--- src/hdl/gdp_cfg.svh ---
`ifndef GDP_CFG_SVH
`define GDP_CFG_SVH

// register addresses on the serial link
`define GDP_ADDR_USER        2'h0
`define GDP_ADDR_SETUP       2'h1
`define GDP_ADDR_NVM         2'h2

// setup word: reserved bits above 16 read zero
`define GDP_SETUP_RESET      24'h00001C
`define GDP_SETUP_MASK       24'h01FFFF
`define GDP_B_OT_DIS         16
`define GDP_B_OT_PICK        15
`define GDP_B_TMR_BYP        14
`define GDP_B_PLAT_DIS       13
`define GDP_B_COLD_DIS       12
`define GDP_B_MASK_PLAT      11
`define GDP_F_MASK_HI        10
`define GDP_F_MASK_LO        7
`define GDP_B_ECC_SD         6
`define GDP_F_SUP_HI         5
`define GDP_F_SUP_LO         2
`define GDP_B_FIXREF         1
`define GDP_B_RATE           0

// status/command word
`define GDP_B_FDBL           5
`define GDP_B_FSNG           4
`define GDP_B_UDBL           3
`define GDP_B_USNG           2
`define GDP_B_GO             1
`define GDP_B_PREVIEW        0

// serial frame layout
`define GDP_ADDR_BITS        2
`define GDP_ZERO_BITS        5
`define GDP_HDR_BITS         8
`define GDP_FRAME_BITS       32

// timing
`define GDP_CLK_NS           20
`define GDP_PROG_MS          40
`define GDP_PROG_CYCLES      ((`GDP_PROG_MS * 1000000) / `GDP_CLK_NS)
`define GDP_OC_DETECT_CYCLES 100

// overcurrent mask windows in ns, code 0 to 15
`define GDP_MASK_NS_0        0
`define GDP_MASK_NS_1        360
`define GDP_MASK_NS_2        560
`define GDP_MASK_NS_3        770
`define GDP_MASK_NS_4        970
`define GDP_MASK_NS_5        1170
`define GDP_MASK_NS_6        1570
`define GDP_MASK_NS_7        1970
`define GDP_MASK_NS_8        2370
`define GDP_MASK_NS_9        2780
`define GDP_MASK_NS_10       3180
`define GDP_MASK_NS_11       3580
`define GDP_MASK_NS_12       3980
`define GDP_MASK_NS_13       4390
`define GDP_MASK_NS_14       4790
`define GDP_MASK_NS_15       5190

`endif

--- src/hdl/gdp_pkg.sv ---
package gdp_pkg;
    typedef logic [23:0] gdp_word_t;
    typedef enum logic [1:0] {
        GDP_DRV_OFF,
        GDP_DRV_FULL,
        GDP_DRV_PLATEAU,
        GDP_DRV_SOFT
    } gdp_drive_e;
    typedef enum logic [2:0] {
        GDP_ST_IDLE,
        GDP_ST_MASK,
        GDP_ST_ON,
        GDP_ST_TWO_LEVEL,
        GDP_ST_SHUTDOWN
    } gdp_state_e;
endpackage

--- src/hdl/gdp_bus_if.sv ---
`timescale 1ns/1ps
interface gdp_bus_if;
    import gdp_pkg::*;
    logic        wr_stb;
    logic [1:0]  addr;
    gdp_word_t   wdata;
    gdp_word_t   rdata;
    logic        cs_active;
    modport link (output wr_stb, output addr, output wdata, output cs_active, input rdata);
    modport regs (input wr_stb, input addr, input wdata, input cs_active, output rdata);
endinterface

--- src/hdl/gdp_regs.sv ---
`timescale 1ns/1ps
`include "gdp_cfg.svh"
module gdp_regs
    import gdp_pkg::*;
#(
    parameter int PROG_TIMEOUT_CYCLES = `GDP_PROG_CYCLES,
    parameter int OC_DETECT_CYCLES    = `GDP_OC_DETECT_CYCLES
)(
    input  wire logic       clk,
    input  wire logic       nrst,
    input  wire logic       spi_sclk,
    input  wire logic       spi_cs_n,
    input  wire logic       spi_mosi,
    output logic            spi_miso,
    output logic            spi_miso_oe_n,
    input  wire logic       gate_on_cmd,
    input  wire logic       overcurrent_detect,
    input  wire logic       first_temp_sense_hot,
    input  wire logic       second_temp_sense_hot,
    input  wire logic       first_temp_sense_cold,
    input  wire gdp_word_t  nvm_setup_word,
    input  wire logic       factory_bank_double_err,
    input  wire logic       factory_bank_single_err,
    input  wire logic       user_bank_double_err,
    input  wire logic       user_bank_single_err,
    input  wire logic       nvm_write_done,
    output logic            nvm_write_start,
    output gdp_word_t       nvm_write_word,
    output gdp_drive_e      gate_drive,
    output logic            fault,
    output logic            overheat_threshold_pick,
    output logic            fixed_trip_reference,
    output logic            temp_report_rate_pick,
    output logic [3:0]      secondary_supply_code
);
    localparam int NSYNC = 5;

    gdp_bus_if bus ();

    gdp_spi_slave u_link (
        .clk           (clk),
        .nrst          (nrst),
        .spi_sclk      (spi_sclk),
        .spi_cs_n      (spi_cs_n),
        .spi_mosi      (spi_mosi),
        .spi_miso      (spi_miso),
        .spi_miso_oe_n (spi_miso_oe_n),
        .bus           (bus.link)
    );

    // pin inputs pass two flops before any logic
    logic [NSYNC-1:0] pin_raw;
    logic [NSYNC-1:0] pin_s1;
    logic [NSYNC-1:0] pin_s2;
    assign pin_raw = {first_temp_sense_cold, second_temp_sense_hot,
                      first_temp_sense_hot, overcurrent_detect, gate_on_cmd};

    genvar gi;
    generate
        for (gi = 0; gi < NSYNC; gi++) begin : g_sync
            always_ff @(posedge clk or negedge nrst) begin
                if (!nrst) begin
                    pin_s1[gi] <= 1'b0;
                    pin_s2[gi] <= 1'b0;
                end else begin
                    pin_s1[gi] <= pin_raw[gi];
                    pin_s2[gi] <= pin_s1[gi];
                end
            end
        end
    endgenerate

    logic cmd_on, oc_hit, hot1, hot2, cold;
    assign cmd_on = pin_s2[0];
    assign oc_hit = pin_s2[1];
    assign hot1   = pin_s2[2];
    assign hot2   = pin_s2[3];
    assign cold   = pin_s2[4];

    // register state
    gdp_word_t setup_r;
    logic      load_pend_r;
    logic      preview_r;
    logic      go_r;
    logic      start_r;
    logic [3:0] ecc_r;
    logic [21:0] prog_cnt_r;
    logic      wr_setup, wr_ctrl, go_done;

    assign wr_setup = bus.wr_stb && bus.addr == `GDP_ADDR_SETUP;
    assign wr_ctrl  = bus.wr_stb && bus.addr == `GDP_ADDR_NVM;

    always_ff @(posedge clk or negedge nrst) begin
        if (!nrst) begin
            preview_r <= 1'b0;
        end else if (wr_ctrl) begin
            preview_r <= bus.wdata[`GDP_B_PREVIEW];
        end
    end

    // setup word: stored value loaded after reset and whenever preview drops
    always_ff @(posedge clk or negedge nrst) begin
        if (!nrst) begin
            setup_r     <= `GDP_SETUP_RESET;
            load_pend_r <= 1'b1;
        end else if (load_pend_r) begin
            setup_r     <= nvm_setup_word & `GDP_SETUP_MASK;
            load_pend_r <= 1'b0;
        end else if (wr_ctrl && preview_r && !bus.wdata[`GDP_B_PREVIEW]) begin
            setup_r <= nvm_setup_word & `GDP_SETUP_MASK;
        end else if (wr_setup) begin
            setup_r <= bus.wdata & `GDP_SETUP_MASK;
        end
    end

    // live setting: register only while previewing, else stored memory word
    gdp_word_t live;
    assign live = preview_r ? setup_r : (nvm_setup_word & `GDP_SETUP_MASK);

    // memory write handshake; done or timeout ends it, a new go wins
    assign go_done = nvm_write_done
                  || prog_cnt_r == 22'(PROG_TIMEOUT_CYCLES - 1);
    always_ff @(posedge clk or negedge nrst) begin
        if (!nrst) begin
            go_r       <= 1'b0;
            start_r    <= 1'b0;
            prog_cnt_r <= 22'h000000;
        end else begin
            start_r <= wr_ctrl && bus.wdata[`GDP_B_GO] && !go_r;
            if (wr_ctrl && bus.wdata[`GDP_B_GO]) begin
                go_r <= 1'b1;
                if (!go_r) begin
                    prog_cnt_r <= 22'h000000;
                end
            end else if (go_r && go_done) begin
                go_r <= 1'b0;
            end
            if (go_r && !go_done) begin
                prog_cnt_r <= prog_cnt_r + 22'h000001;
            end
        end
    end
    assign nvm_write_start = start_r;
    assign nvm_write_word  = setup_r;

    // memory check results follow the checker each cycle
    always_ff @(posedge clk or negedge nrst) begin
        if (!nrst) begin
            ecc_r <= 4'h0;
        end else begin
            ecc_r <= {factory_bank_double_err, factory_bank_single_err,
                      user_bank_double_err, user_bank_single_err};
        end
    end

    gdp_word_t ctrl_word;
    always_comb begin
        ctrl_word = 24'h000000;
        ctrl_word[`GDP_B_FDBL:`GDP_B_USNG] = ecc_r;
        ctrl_word[`GDP_B_GO]      = go_r;
        ctrl_word[`GDP_B_PREVIEW] = preview_r;
    end

    always_comb begin
        unique case (bus.addr)
            `GDP_ADDR_SETUP: bus.rdata = setup_r;
            `GDP_ADDR_NVM:   bus.rdata = ctrl_word;
            default:         bus.rdata = 24'h000000;
        endcase
    end

    // static settings to the analog side
    always_ff @(posedge clk or negedge nrst) begin
        if (!nrst) begin
            overheat_threshold_pick <= 1'b0;
            fixed_trip_reference    <= 1'b0;
            temp_report_rate_pick   <= 1'b0;
            secondary_supply_code   <= 4'h7;
        end else begin
            overheat_threshold_pick <= live[`GDP_B_OT_PICK];
            fixed_trip_reference    <= live[`GDP_B_FIXREF];
            temp_report_rate_pick   <= live[`GDP_B_RATE];
            secondary_supply_code   <= live[`GDP_F_SUP_HI:`GDP_F_SUP_LO];
        end
    end

    // mask window in cycles, rounded up
    function automatic logic [8:0] mask_cycles(input logic [3:0] code);
        int ns;
        ns = 0;
        unique case (code)
            4'h0: ns = `GDP_MASK_NS_0;
            4'h1: ns = `GDP_MASK_NS_1;
            4'h2: ns = `GDP_MASK_NS_2;
            4'h3: ns = `GDP_MASK_NS_3;
            4'h4: ns = `GDP_MASK_NS_4;
            4'h5: ns = `GDP_MASK_NS_5;
            4'h6: ns = `GDP_MASK_NS_6;
            4'h7: ns = `GDP_MASK_NS_7;
            4'h8: ns = `GDP_MASK_NS_8;
            4'h9: ns = `GDP_MASK_NS_9;
            4'hA: ns = `GDP_MASK_NS_10;
            4'hB: ns = `GDP_MASK_NS_11;
            4'hC: ns = `GDP_MASK_NS_12;
            4'hD: ns = `GDP_MASK_NS_13;
            4'hE: ns = `GDP_MASK_NS_14;
            4'hF: ns = `GDP_MASK_NS_15;
        endcase
        return 9'((ns + `GDP_CLK_NS - 1) / `GDP_CLK_NS);
    endfunction

    // fault sources that shut the gate down outside the overcurrent path
    logic ot_fault, ecc_fault, hard_fault;
    assign ot_fault   = !live[`GDP_B_OT_DIS] && (hot1 || hot2);
    assign ecc_fault  = live[`GDP_B_ECC_SD] && (ecc_r != 4'h0);
    assign hard_fault = ot_fault || ecc_fault;

    gdp_state_e state_r;
    logic [8:0]  mask_cnt_r;
    logic [15:0] oc_cnt_r;
    logic        oc_expired;
    assign oc_expired = oc_cnt_r == 16'(OC_DETECT_CYCLES - 1);

    always_ff @(posedge clk or negedge nrst) begin
        if (!nrst) begin
            state_r    <= GDP_ST_IDLE;
            mask_cnt_r <= 9'h000;
            oc_cnt_r   <= 16'h0000;
        end else if (bus.cs_active) begin
            state_r <= GDP_ST_IDLE;
        end else begin
            unique case (state_r)
                GDP_ST_IDLE: begin
                    if (hard_fault) begin
                        state_r <= GDP_ST_SHUTDOWN;
                    end else if (cmd_on) begin
                        mask_cnt_r <= mask_cycles(live[`GDP_F_MASK_HI:`GDP_F_MASK_LO]);
                        state_r    <= GDP_ST_MASK;
                    end
                end
                GDP_ST_MASK: begin
                    // overcurrent ignored while the mask runs
                    if (hard_fault) begin
                        state_r <= GDP_ST_SHUTDOWN;
                    end else if (!cmd_on) begin
                        state_r <= GDP_ST_IDLE;
                    end else if (mask_cnt_r <= 9'h001) begin
                        state_r <= GDP_ST_ON;
                    end else begin
                        mask_cnt_r <= mask_cnt_r - 9'h001;
                    end
                end
                GDP_ST_ON: begin
                    oc_cnt_r <= 16'h0000;
                    if (hard_fault) begin
                        state_r <= GDP_ST_SHUTDOWN;
                    end else if (!cmd_on) begin
                        state_r <= GDP_ST_IDLE;
                    end else if (oc_hit) begin
                        state_r <= live[`GDP_B_TMR_BYP] ? GDP_ST_SHUTDOWN
                                                        : GDP_ST_TWO_LEVEL;
                    end
                end
                GDP_ST_TWO_LEVEL: begin
                    if (hard_fault || oc_expired) begin
                        state_r <= GDP_ST_SHUTDOWN;
                    end else if (!oc_hit) begin
                        state_r <= cmd_on ? GDP_ST_ON : GDP_ST_IDLE;
                    end else begin
                        oc_cnt_r <= oc_cnt_r + 16'h0001;
                    end
                end
                GDP_ST_SHUTDOWN: begin
                    // latched until the command drops and no hot or memory fault remains, or a chip select forces idle; overcurrent is not checked
                    if (!cmd_on && !hard_fault) begin
                        state_r <= GDP_ST_IDLE;
                    end
                end
            endcase
        end
    end

    // drive level per state
    logic cold_plateau;
    assign cold_plateau = cold && !live[`GDP_B_COLD_DIS];
    always_ff @(posedge clk or negedge nrst) begin
        if (!nrst) begin
            gate_drive <= GDP_DRV_OFF;
            fault      <= 1'b0;
        end else begin
            fault <= state_r == GDP_ST_SHUTDOWN;
            unique case (state_r)
                GDP_ST_IDLE:      gate_drive <= GDP_DRV_OFF;
                GDP_ST_MASK:      gate_drive <= (oc_hit && live[`GDP_B_MASK_PLAT]) || cold_plateau
                                                ? GDP_DRV_PLATEAU : GDP_DRV_FULL;
                GDP_ST_ON:        gate_drive <= cold_plateau ? GDP_DRV_PLATEAU
                                                             : GDP_DRV_FULL;
                GDP_ST_TWO_LEVEL: gate_drive <= live[`GDP_B_PLAT_DIS] ? GDP_DRV_FULL
                                                                      : GDP_DRV_PLATEAU;
                GDP_ST_SHUTDOWN:  gate_drive <= GDP_DRV_SOFT;
            endcase
        end
    end
endmodule // gdp_regs

--- src/hdl/gdp_spi_slave.sv ---
`timescale 1ns/1ps
`include "gdp_cfg.svh"
module gdp_spi_slave
    import gdp_pkg::*;
(
    input  wire logic clk,
    input  wire logic nrst,
    input  wire logic spi_sclk,
    input  wire logic spi_cs_n,
    input  wire logic spi_mosi,
    output logic      spi_miso,
    output logic      spi_miso_oe_n,
    gdp_bus_if.link   bus
);
    logic      sclk_s1, sclk_s2, sclk_s3;
    logic      cs_n_s1, cs_n_s2;
    logic      mosi_s1, mosi_s2;
    logic      rise, fall, active;
    logic [5:0] bit_cnt_r;
    logic [7:0] hdr_r;
    gdp_word_t data_r;
    gdp_word_t tx_r;
    gdp_word_t wdata_r;
    logic [1:0] addr_r;
    logic      rw_r, zero_ok_r, miso_r, wr_stb_r;

    always_ff @(posedge clk or negedge nrst) begin
        if (!nrst) begin
            sclk_s1 <= 1'b0;
            sclk_s2 <= 1'b0;
            sclk_s3 <= 1'b0;
            cs_n_s1 <= 1'b1;
            cs_n_s2 <= 1'b1;
            mosi_s1 <= 1'b0;
            mosi_s2 <= 1'b0;
        end else begin
            sclk_s1 <= spi_sclk;
            sclk_s2 <= sclk_s1;
            sclk_s3 <= sclk_s2;
            cs_n_s1 <= spi_cs_n;
            cs_n_s2 <= cs_n_s1;
            mosi_s1 <= spi_mosi;
            mosi_s2 <= mosi_s1;
        end
    end

    // idle-low clock, sample on falling edge, shift out on rising edge
    assign active = ~cs_n_s2;
    assign rise   = active & sclk_s2 & ~sclk_s3;
    assign fall   = active & ~sclk_s2 & sclk_s3;

    always_ff @(posedge clk or negedge nrst) begin
        if (!nrst) begin
            bit_cnt_r <= 6'h00;
            hdr_r     <= 8'h00;
            data_r    <= 24'h000000;
            addr_r    <= 2'h0;
            rw_r      <= 1'b0;
            zero_ok_r <= 1'b0;
        end else if (!active) begin
            bit_cnt_r <= 6'h00;
        end else if (fall && bit_cnt_r < 6'(`GDP_FRAME_BITS)) begin
            bit_cnt_r <= bit_cnt_r + 6'h01;
            if (bit_cnt_r < 6'(`GDP_HDR_BITS)) begin
                hdr_r <= {hdr_r[6:0], mosi_s2};
            end else begin
                data_r <= {data_r[22:0], mosi_s2};
            end
            if (bit_cnt_r == 6'(`GDP_ADDR_BITS - 1)) begin
                addr_r <= {hdr_r[0], mosi_s2};
            end
            if (bit_cnt_r == 6'(`GDP_HDR_BITS - 1)) begin
                rw_r      <= mosi_s2;
                zero_ok_r <= (hdr_r[`GDP_ZERO_BITS-1:0] == 5'h00);
            end
        end
    end

    // read data captured once the header is complete
    always_ff @(posedge clk or negedge nrst) begin
        if (!nrst) begin
            tx_r   <= 24'h000000;
            miso_r <= 1'b0;
        end else if (!active) begin
            miso_r <= 1'b0;
        end else if (fall && bit_cnt_r == 6'(`GDP_HDR_BITS - 1)) begin
            tx_r <= bus.rdata;
        end else if (rise && bit_cnt_r >= 6'(`GDP_HDR_BITS)
                     && bit_cnt_r < 6'(`GDP_FRAME_BITS)) begin
            miso_r <= tx_r[23];
            tx_r   <= {tx_r[22:0], 1'b0};
        end
    end

    // write strobe only for a full frame with clean filler bits
    always_ff @(posedge clk or negedge nrst) begin
        if (!nrst) begin
            wr_stb_r <= 1'b0;
            wdata_r  <= 24'h000000;
        end else begin
            wr_stb_r <= fall && bit_cnt_r == 6'(`GDP_FRAME_BITS - 1) && rw_r && zero_ok_r;
            if (fall && bit_cnt_r == 6'(`GDP_FRAME_BITS - 1)) begin
                wdata_r <= {data_r[22:0], mosi_s2};
            end
        end
    end

    assign bus.wr_stb    = wr_stb_r;
    assign bus.addr      = addr_r;
    assign bus.wdata     = wdata_r;
    assign bus.cs_active = active;
    assign spi_miso      = miso_r;
    assign spi_miso_oe_n = ~active;
endmodule // gdp_spi_slave

--- config.mk ---
export PLATFORM = sky130hd
export DESIGN_NAME = gdp_regs
export DESIGN_NICKNAME = d
export VERILOG_FILES = /design/src/hdl/gdp_pkg.sv /design/src/hdl/gdp_bus_if.sv /design/src/hdl/gdp_regs.sv /design/src/hdl/gdp_spi_slave.sv
export VERILOG_INCLUDE_DIRS = /design/src /design/src/hdl
export SDC_FILE = /design/constraint.sdc
export NUM_CORES = 1
export LEC_CHECK = 0
export BUFFER_PORTS_ARGS = -buffer_cell sky130_fd_sc_hd__buf_2
export CORE_UTILIZATION = 38
export DETAILED_ROUTE_END_ITERATION = 10
export GPL_TIMING_DRIVEN = 0
export PLACE_DENSITY = 0.59
export RECOVER_POWER = 100
export SKIP_CTS_REPAIR_TIMING = 1
export SYNTH_ARGS = -nofsm -noshare
export SYNTH_HDL_FRONTEND = slang
export SYNTH_HIERARCHICAL = 1
export SYNTH_SLANG_ARGS = --single-unit
export TNS_END_PERCENT = 50
--- constraint.sdc ---
create_clock -name clk -period 7.65 [get_ports clk]
set_input_delay 0.3825 -clock clk [delete_from_list [all_inputs] [get_ports clk]]
set_output_delay 0.3825 -clock clk [all_outputs]
set_load 0.05 [all_outputs]
# Word-level counts from Yosys, hierarchy flattened
# Memories as Yosys holds them, arrays and structs flattened.
# Index checks and enable logic that the tools add are counted.
# word_totals
regBits,183
romBits,192
input_bits,39
word_cells,190
n_memories,1
# op_classes
addsub,6
div_mod_pow,1
order_cmp,4
n_eq_ne,25
muxes,49
bitwise,8
reduce_logical,53
# mem_list
memory,depth,word_bits,read_ports,rd_ports_with_merged_regs,write_ports,line_no,source
(no name shown),16,12,1,0,0,gdp_regs.sv:191,unique case (code)
# op_table
op,n
2-to-1 mux 32 bit,4
2-to-1 mux 24 bit,5
2-to-1 mux 22 bit,3
one-hot mux 24 bit (2 select lines),1
2-to-1 mux 9 bit,5
2-to-1 mux 3 bit,13
adder 32 x 6 -> 32 bit (second input constant),1
divider 32 x 6 -> 32 bit (second input constant),1
2-to-1 mux 16 bit,2
one-hot mux 16 bit (2 select lines),1
subtractor 32 x 2 -> 32 bit (second input constant),1
adder 22 x 1 -> 22 bit (second input constant),1
equality test 22 x 21 -> 1 bit (second input constant),1
logical AND 1 bit,20
one-hot mux 9 bit (2 select lines),1
2-to-1 mux 17 bit,1
adder 16 x 1 -> 16 bit (second input constant),1
equality test 16 x 7 -> 1 bit (second input constant),1
one-hot mux 3 bit (5 select lines),1
inequality test 2 bit (second input constant),7
nonzero test 2 bit,7
2-to-1 mux 6 bit,2
AND reduction 3 bit,4
inequality test 5 bit (second input constant),2
other kinds (32),60

# Depth between registers and ports, before layout
# logic_depth
depth_word,13
depth_mapped,37
mapped_depth_nobuf,30

# Modules after synthesis
# The synthesis kept the hierarchy.
# by_module_without_submodules
mod,n_inst,cells_per_inst,area_per_inst_um2,seq_area_each_um2
gdp_regs,1,925,7751.2,2386.0
gdp_spi_slave,1,317,4012.6,2379.8

# Worst setup path after synthesis
# No wires, ideal clock.
# synth_timing
path_kind,flip-flop to flip-flop
startpoint,register preview_r
endpoint,register mask_cnt_r[0]
setup_ps,130
arrival_ps,7731
slack_ps,-211
stages_incl_launch_ff,35
n_path_buf,7
synth_period_minus_slack_ps,7861
cell_sequence,dfrtp_1 -> buf_6 -> buf_2 -> buf_4 -> buf_2 -> mux2i_1 -> ha_1 -> mux2i_1 -> a21oi_1 -> ha_1 -> o21a_1 -> a21boi_1 -> o211ai_1 -> o32a_1 -> or3b_1 -> o21ai_2 -> a21o_1 -> buf_6 -> mux2_1 -> and2_1 -> nor2_1 -> o31a_1 -> o2bb2ai_1 -> or2_1 -> buf_2 -> o2111a_2 -> nor3_4 -> and2_1 -> buf_6 -> mux2i_1 -> mux2_1 -> a221oi_2 -> and2b_1 -> a2111oi_2 -> a21oi_1
# synth_between
elab_chain_len,12
word_cells_on_any_way,19
classes_between,2 x add/sub; 1 x div; 2 x eq/ne; 8 x mux; 5 x reduce/logical; 1 x memory
# synth_lines
element,line_no,source
start: declaration,gdp_regs.sv:83,logic preview_r;
start signal: assignment,gdp_regs.sv:97,preview_r <= bus.wdata[`GDP_B_PREVIEW];
2-to-1 mux 17 bit (*),gdp_regs.sv:118,assign live = preview_r ? setup_r : (nvm_setup_word & `GDP_SETUP_MASK);
memory (16 x 12 bit),-,
2-to-1 mux 32 bit,gdp_regs.sv:236,end else if (cmd_on) begin
2-to-1 mux 32 bit,gdp_regs.sv:234,if (hard_fault) begin
2-to-1 mux 32 bit,gdp_regs.sv:232,unique case (state_r)
2-to-1 mux 32 bit,gdp_regs.sv:229,end else if (bus.cs_active) begin
adder 32 x 6 -> 32 bit (no line),-,
subtractor 32 x 2 -> 32 bit,gdp_regs.sv:209,return 9'((ns + `GDP_CLK_NS - 1) / `GDP_CLK_NS);
divider 32 x 6 -> 32 bit (no line),-,
2-to-1 mux 9 bit,gdp_regs.sv:236,
2-to-1 mux 9 bit,gdp_regs.sv:234,
one-hot mux 9 bit (2 select lines),gdp_regs.sv:232,
end signal: assignment,gdp_regs.sv:237,mask_cnt_r <= mask_cycles(live[`GDP_F_MASK_HI:`GDP_F_MASK_LO]);
end signal: assignment,gdp_regs.sv:250,mask_cnt_r <= mask_cnt_r - 9'h001;
end: declaration,gdp_regs.sv:219,logic [8:0] mask_cnt_r;
# Every way passes the cells marked *; elsewhere a longest branch is shown, timed or not. The select of a mux whose other input is x is not followed.
# A chain may end at the register's enable or synchronous reset.

# Worst setup path after layout
# Ends and elaborated chain as after synthesis.

==> qor.csv <==
stage,metric,value,unit
sta,fin_crit_sh,104,%
place,dp_hpwl,20400,µm
clock_tree,cts_tree,done,
cells_and_area,fillers,2775,
power,ir_worst_vdd,0.162,mV
floorplan,io_pins,76,
floorplan,dieArea,30300,µm²
floorplan,core,28900,µm²
outcome,status,finished with violations,
worst_setup_path,end_kind,flip-flop,
clock_tree,htreeDepth,4,
sta,fin_ws,-0.320,ns
place,portBuffers,60,
grt,grt_pass1_vias,9169,
worst_setup_path,critPathLaunchType,flip-flop,
yosys,synthCells,1214,
worst_setup_path,crit_type,reg2reg,
routing,via_per_inst,5.56,
cells_and_area,drive_gt1_share,23.6,%
routing,num_vias,9843,
clock_tree,cts-root-buf,clkbuf_16,
sta,slew_violations,179,
cells_and_area,nNetsFinal,1430,
floorplan,rows,62,
sta,relSlewSlack,-139,%
grt,antenna_found_initial,0,
grt,gr-total-overflow,0,
worst_setup_path,worstPathMaxFanout,8,
sta,clock.fmax,0.125,GHz
yosys,syn_area_per_cell,9.27,µm²
sta,setup_viol,2,
place,place_area,12100,µm²
routing,drtIter0Drc,619,
cells_and_area,areaGrowthSynthToFinish,21.4,%
floorplan,die_w,174,µm
sta,rsz0062_at_grt,true,
sta,tightest_slew,3.58,ns
routing,drc_errors,0,
clock_tree,clock_sinks,176,
power,p_leak,0.00574,µW
clock_tree,clockBufferDepth,2,
power,power.density,246,nW/µm²
worst_setup_path,arrival,8.32,ns
routing,ant_nets,0,
clock_tree,path_clk_slew,0.07,ns
grt,grt_max_degree,109,
worst_setup_path,required,8.00,ns
floorplan,fp.dieH,174,µm
grt,grt_pass1_wl,46600,µm
cells_and_area,fin_area,13700,µm²
clock_tree,cts-buffers-inserted,17,
cells_and_area,n_antenna_cell,0,
sta,hold_viol_final,0,
hold_path,worstHoldPathType,in2reg,
sta,clock_skew,0.0146,ns
grt,grt_usage,18.8,%
routing,routed_wl,29400,µm
routing,first_pass_iters,5,
routing,wl_per_cell,16.6,µm
floorplan,initial_core_util,38.9,%
yosys,ys_warn_count,6,
outcome,violations,"capacitance limit, slew limit, setup timing",
place,gp_congestion,0.883,
worst_setup_path,cpMaxStageDelayCell,or4_4,
yosys,synthesis.area,11300,µm²
sta,final_period_minus_worst_setup_slack,7.97,ns
cells_and_area,final_util,47.2,%
job,timing.max_cap.violations,2,
clock_tree,worstSkewPairLatency,0.43,ns
worst_setup_path,cpPeakStageDelay,0.53,ns
-- power by group --
part | total (µW) | leakage, µW | internal (µW) | switching, µW
Sequential | 1050 | 0.00227 | 992 | 59.7
Combinational | 1430 | 0.00318 | 628 | 801
Clock | 879 | 0.000289 | 480 | 399
-- cells in the final DEF, fill, tap and decap left out, types with 6 or more instances in the layout --
master / count
mux2_2: 49
a31oi_1: 29
a22oi_1: 7
o22ai_1: 8
o21ai_0: 81
buf_6: 11
nand2b_1: 20
inv_1: 30
o21a_1: 7
mux2_4: 8
and2_1: 22
nor4_1: 33
xor2_1: 13
o21ai_2: 6
nand3_1: 60
a21oi_1: 55
clkbuf_1: 80
o21ai_1: 10
a22o_1: 7
nand4_1: 16
or3_1: 8
dfrtp_1: 166
conb_1: 15
buf_4: 71
dfstp_2: 9
o31ai_1: 6
clkbuf_16: 17
o211ai_1: 14
buf_2: 32
nor3_1: 16
nand2_1: 89
nor2_1: 101
or2_2: 8
and3_1: 13
xnor2_1: 17
mux2i_1: 39
ha_1: 14
-- routing by layer --
layer | routed length [µm] | GRT usage, % | vias to the layer above
met5 | 0 | 0 | -
met4 | 452 | 5.45 | 0
met3 | 1120 | 2.71 | 34
met2 | 14300 | 31.5 | 220
met1 | 13600 | 25.3 | 4798
li1 | - | - | 4791
-- state kept, by name (all words and copies together), names as in the netlist, 4 cells and up --
signal,flops
u_link/bit_cnt_r,6
secondary_supply_code,4
prog_cnt_r,22
u_link/hdr_r,5
ecc_r,4
u_link/bus.wdata,17
u_link/data_r,16
oc_cnt_r,16
mask_cnt_r,9
u_link/tx_r,24
nvm_write_word,17
pin_s1,5
-- path summary, 6_finish.rpt --
| path | start | to | slack, ns | depth (start not counted) |
|---|---|---|---|---|
| max | preview_r$_DFFE_PN0P_ | mask_cnt_r[0]$_DFFE_PN0P_ | -0.32 | 33 |
| min | spi_cs_n | u_link/cs_n_s1$_DFF_PN1_ | 0.04 | 1 |
| max reg2reg | preview_r$_DFFE_PN0P_ | mask_cnt_r[0]$_DFFE_PN0P_ | -0.32 | 33 |
| min reg2reg | pin_s1[2]$_DFF_PN0_ | hot1$_DFF_PN0_ | 0.35 | 0 |
| max in group asynchronous | nrst | u_link/bus.wdata[8]$_DFFE_PN0P_ | 1.91 | 3 |
| min in group asynchronous | nrst | prog_cnt_r[0]$_DFFE_PN0P_ | 1.72 | 2 |
-- area by class of cell --
cell class              instances  area (µm²)  share of cell area (%)
flip-flops and latches        176        4420                    32.3
repair buffers                128         782                    5.72
multi-input cells             946        6840                    50.1
inverters                      31         119                   0.870
well taps                     384         480                    3.52
clock buffers                  19         453                    3.32
plain buffers                  73         424                    3.11
clock inverters                13         143                    1.04
-- worst max-delay path: cells and delay by family, from the launching register on --
kind / cells / cell delay, ns
adders and majority gates: 1 / 0.13
and+or+nand+nor: 6 / 1.60
DFF: 1 / 0.41
AOI/OAI and AO/OA: 14 / 3.65
buffers and inverters: 8 / 1.20
muxes: 4 / 0.89
-- metrics by stage --
| step | TNS (ns) | power [µW] | setup slack [ns] | hold WS, ns | cells |
|---|---|---|---|---|---|
| 6_report | -0.472 | 3360 | -0.320 | 0.0433 | 1770 |
| 2_1_floorplan | 0 | 1930 | 0.00897 | 0.0869 | 1228 |
| 4_1_cts | -2.63 | 3070 | -1.18 | -0.0925 | 1705 |
| 3_3_place_gp | -2.68 | 2160 | -1.21 | 0.334 | 1672 |
| 5_1_grt | -0.934 | 3540 | -0.561 | 0.0206 | 1770 |
| 3_5_place_dp | -2.47 | 2170 | -1.14 | 0.335 | 1673 |
No activity file was read; power rests on OpenSTA's default activity.
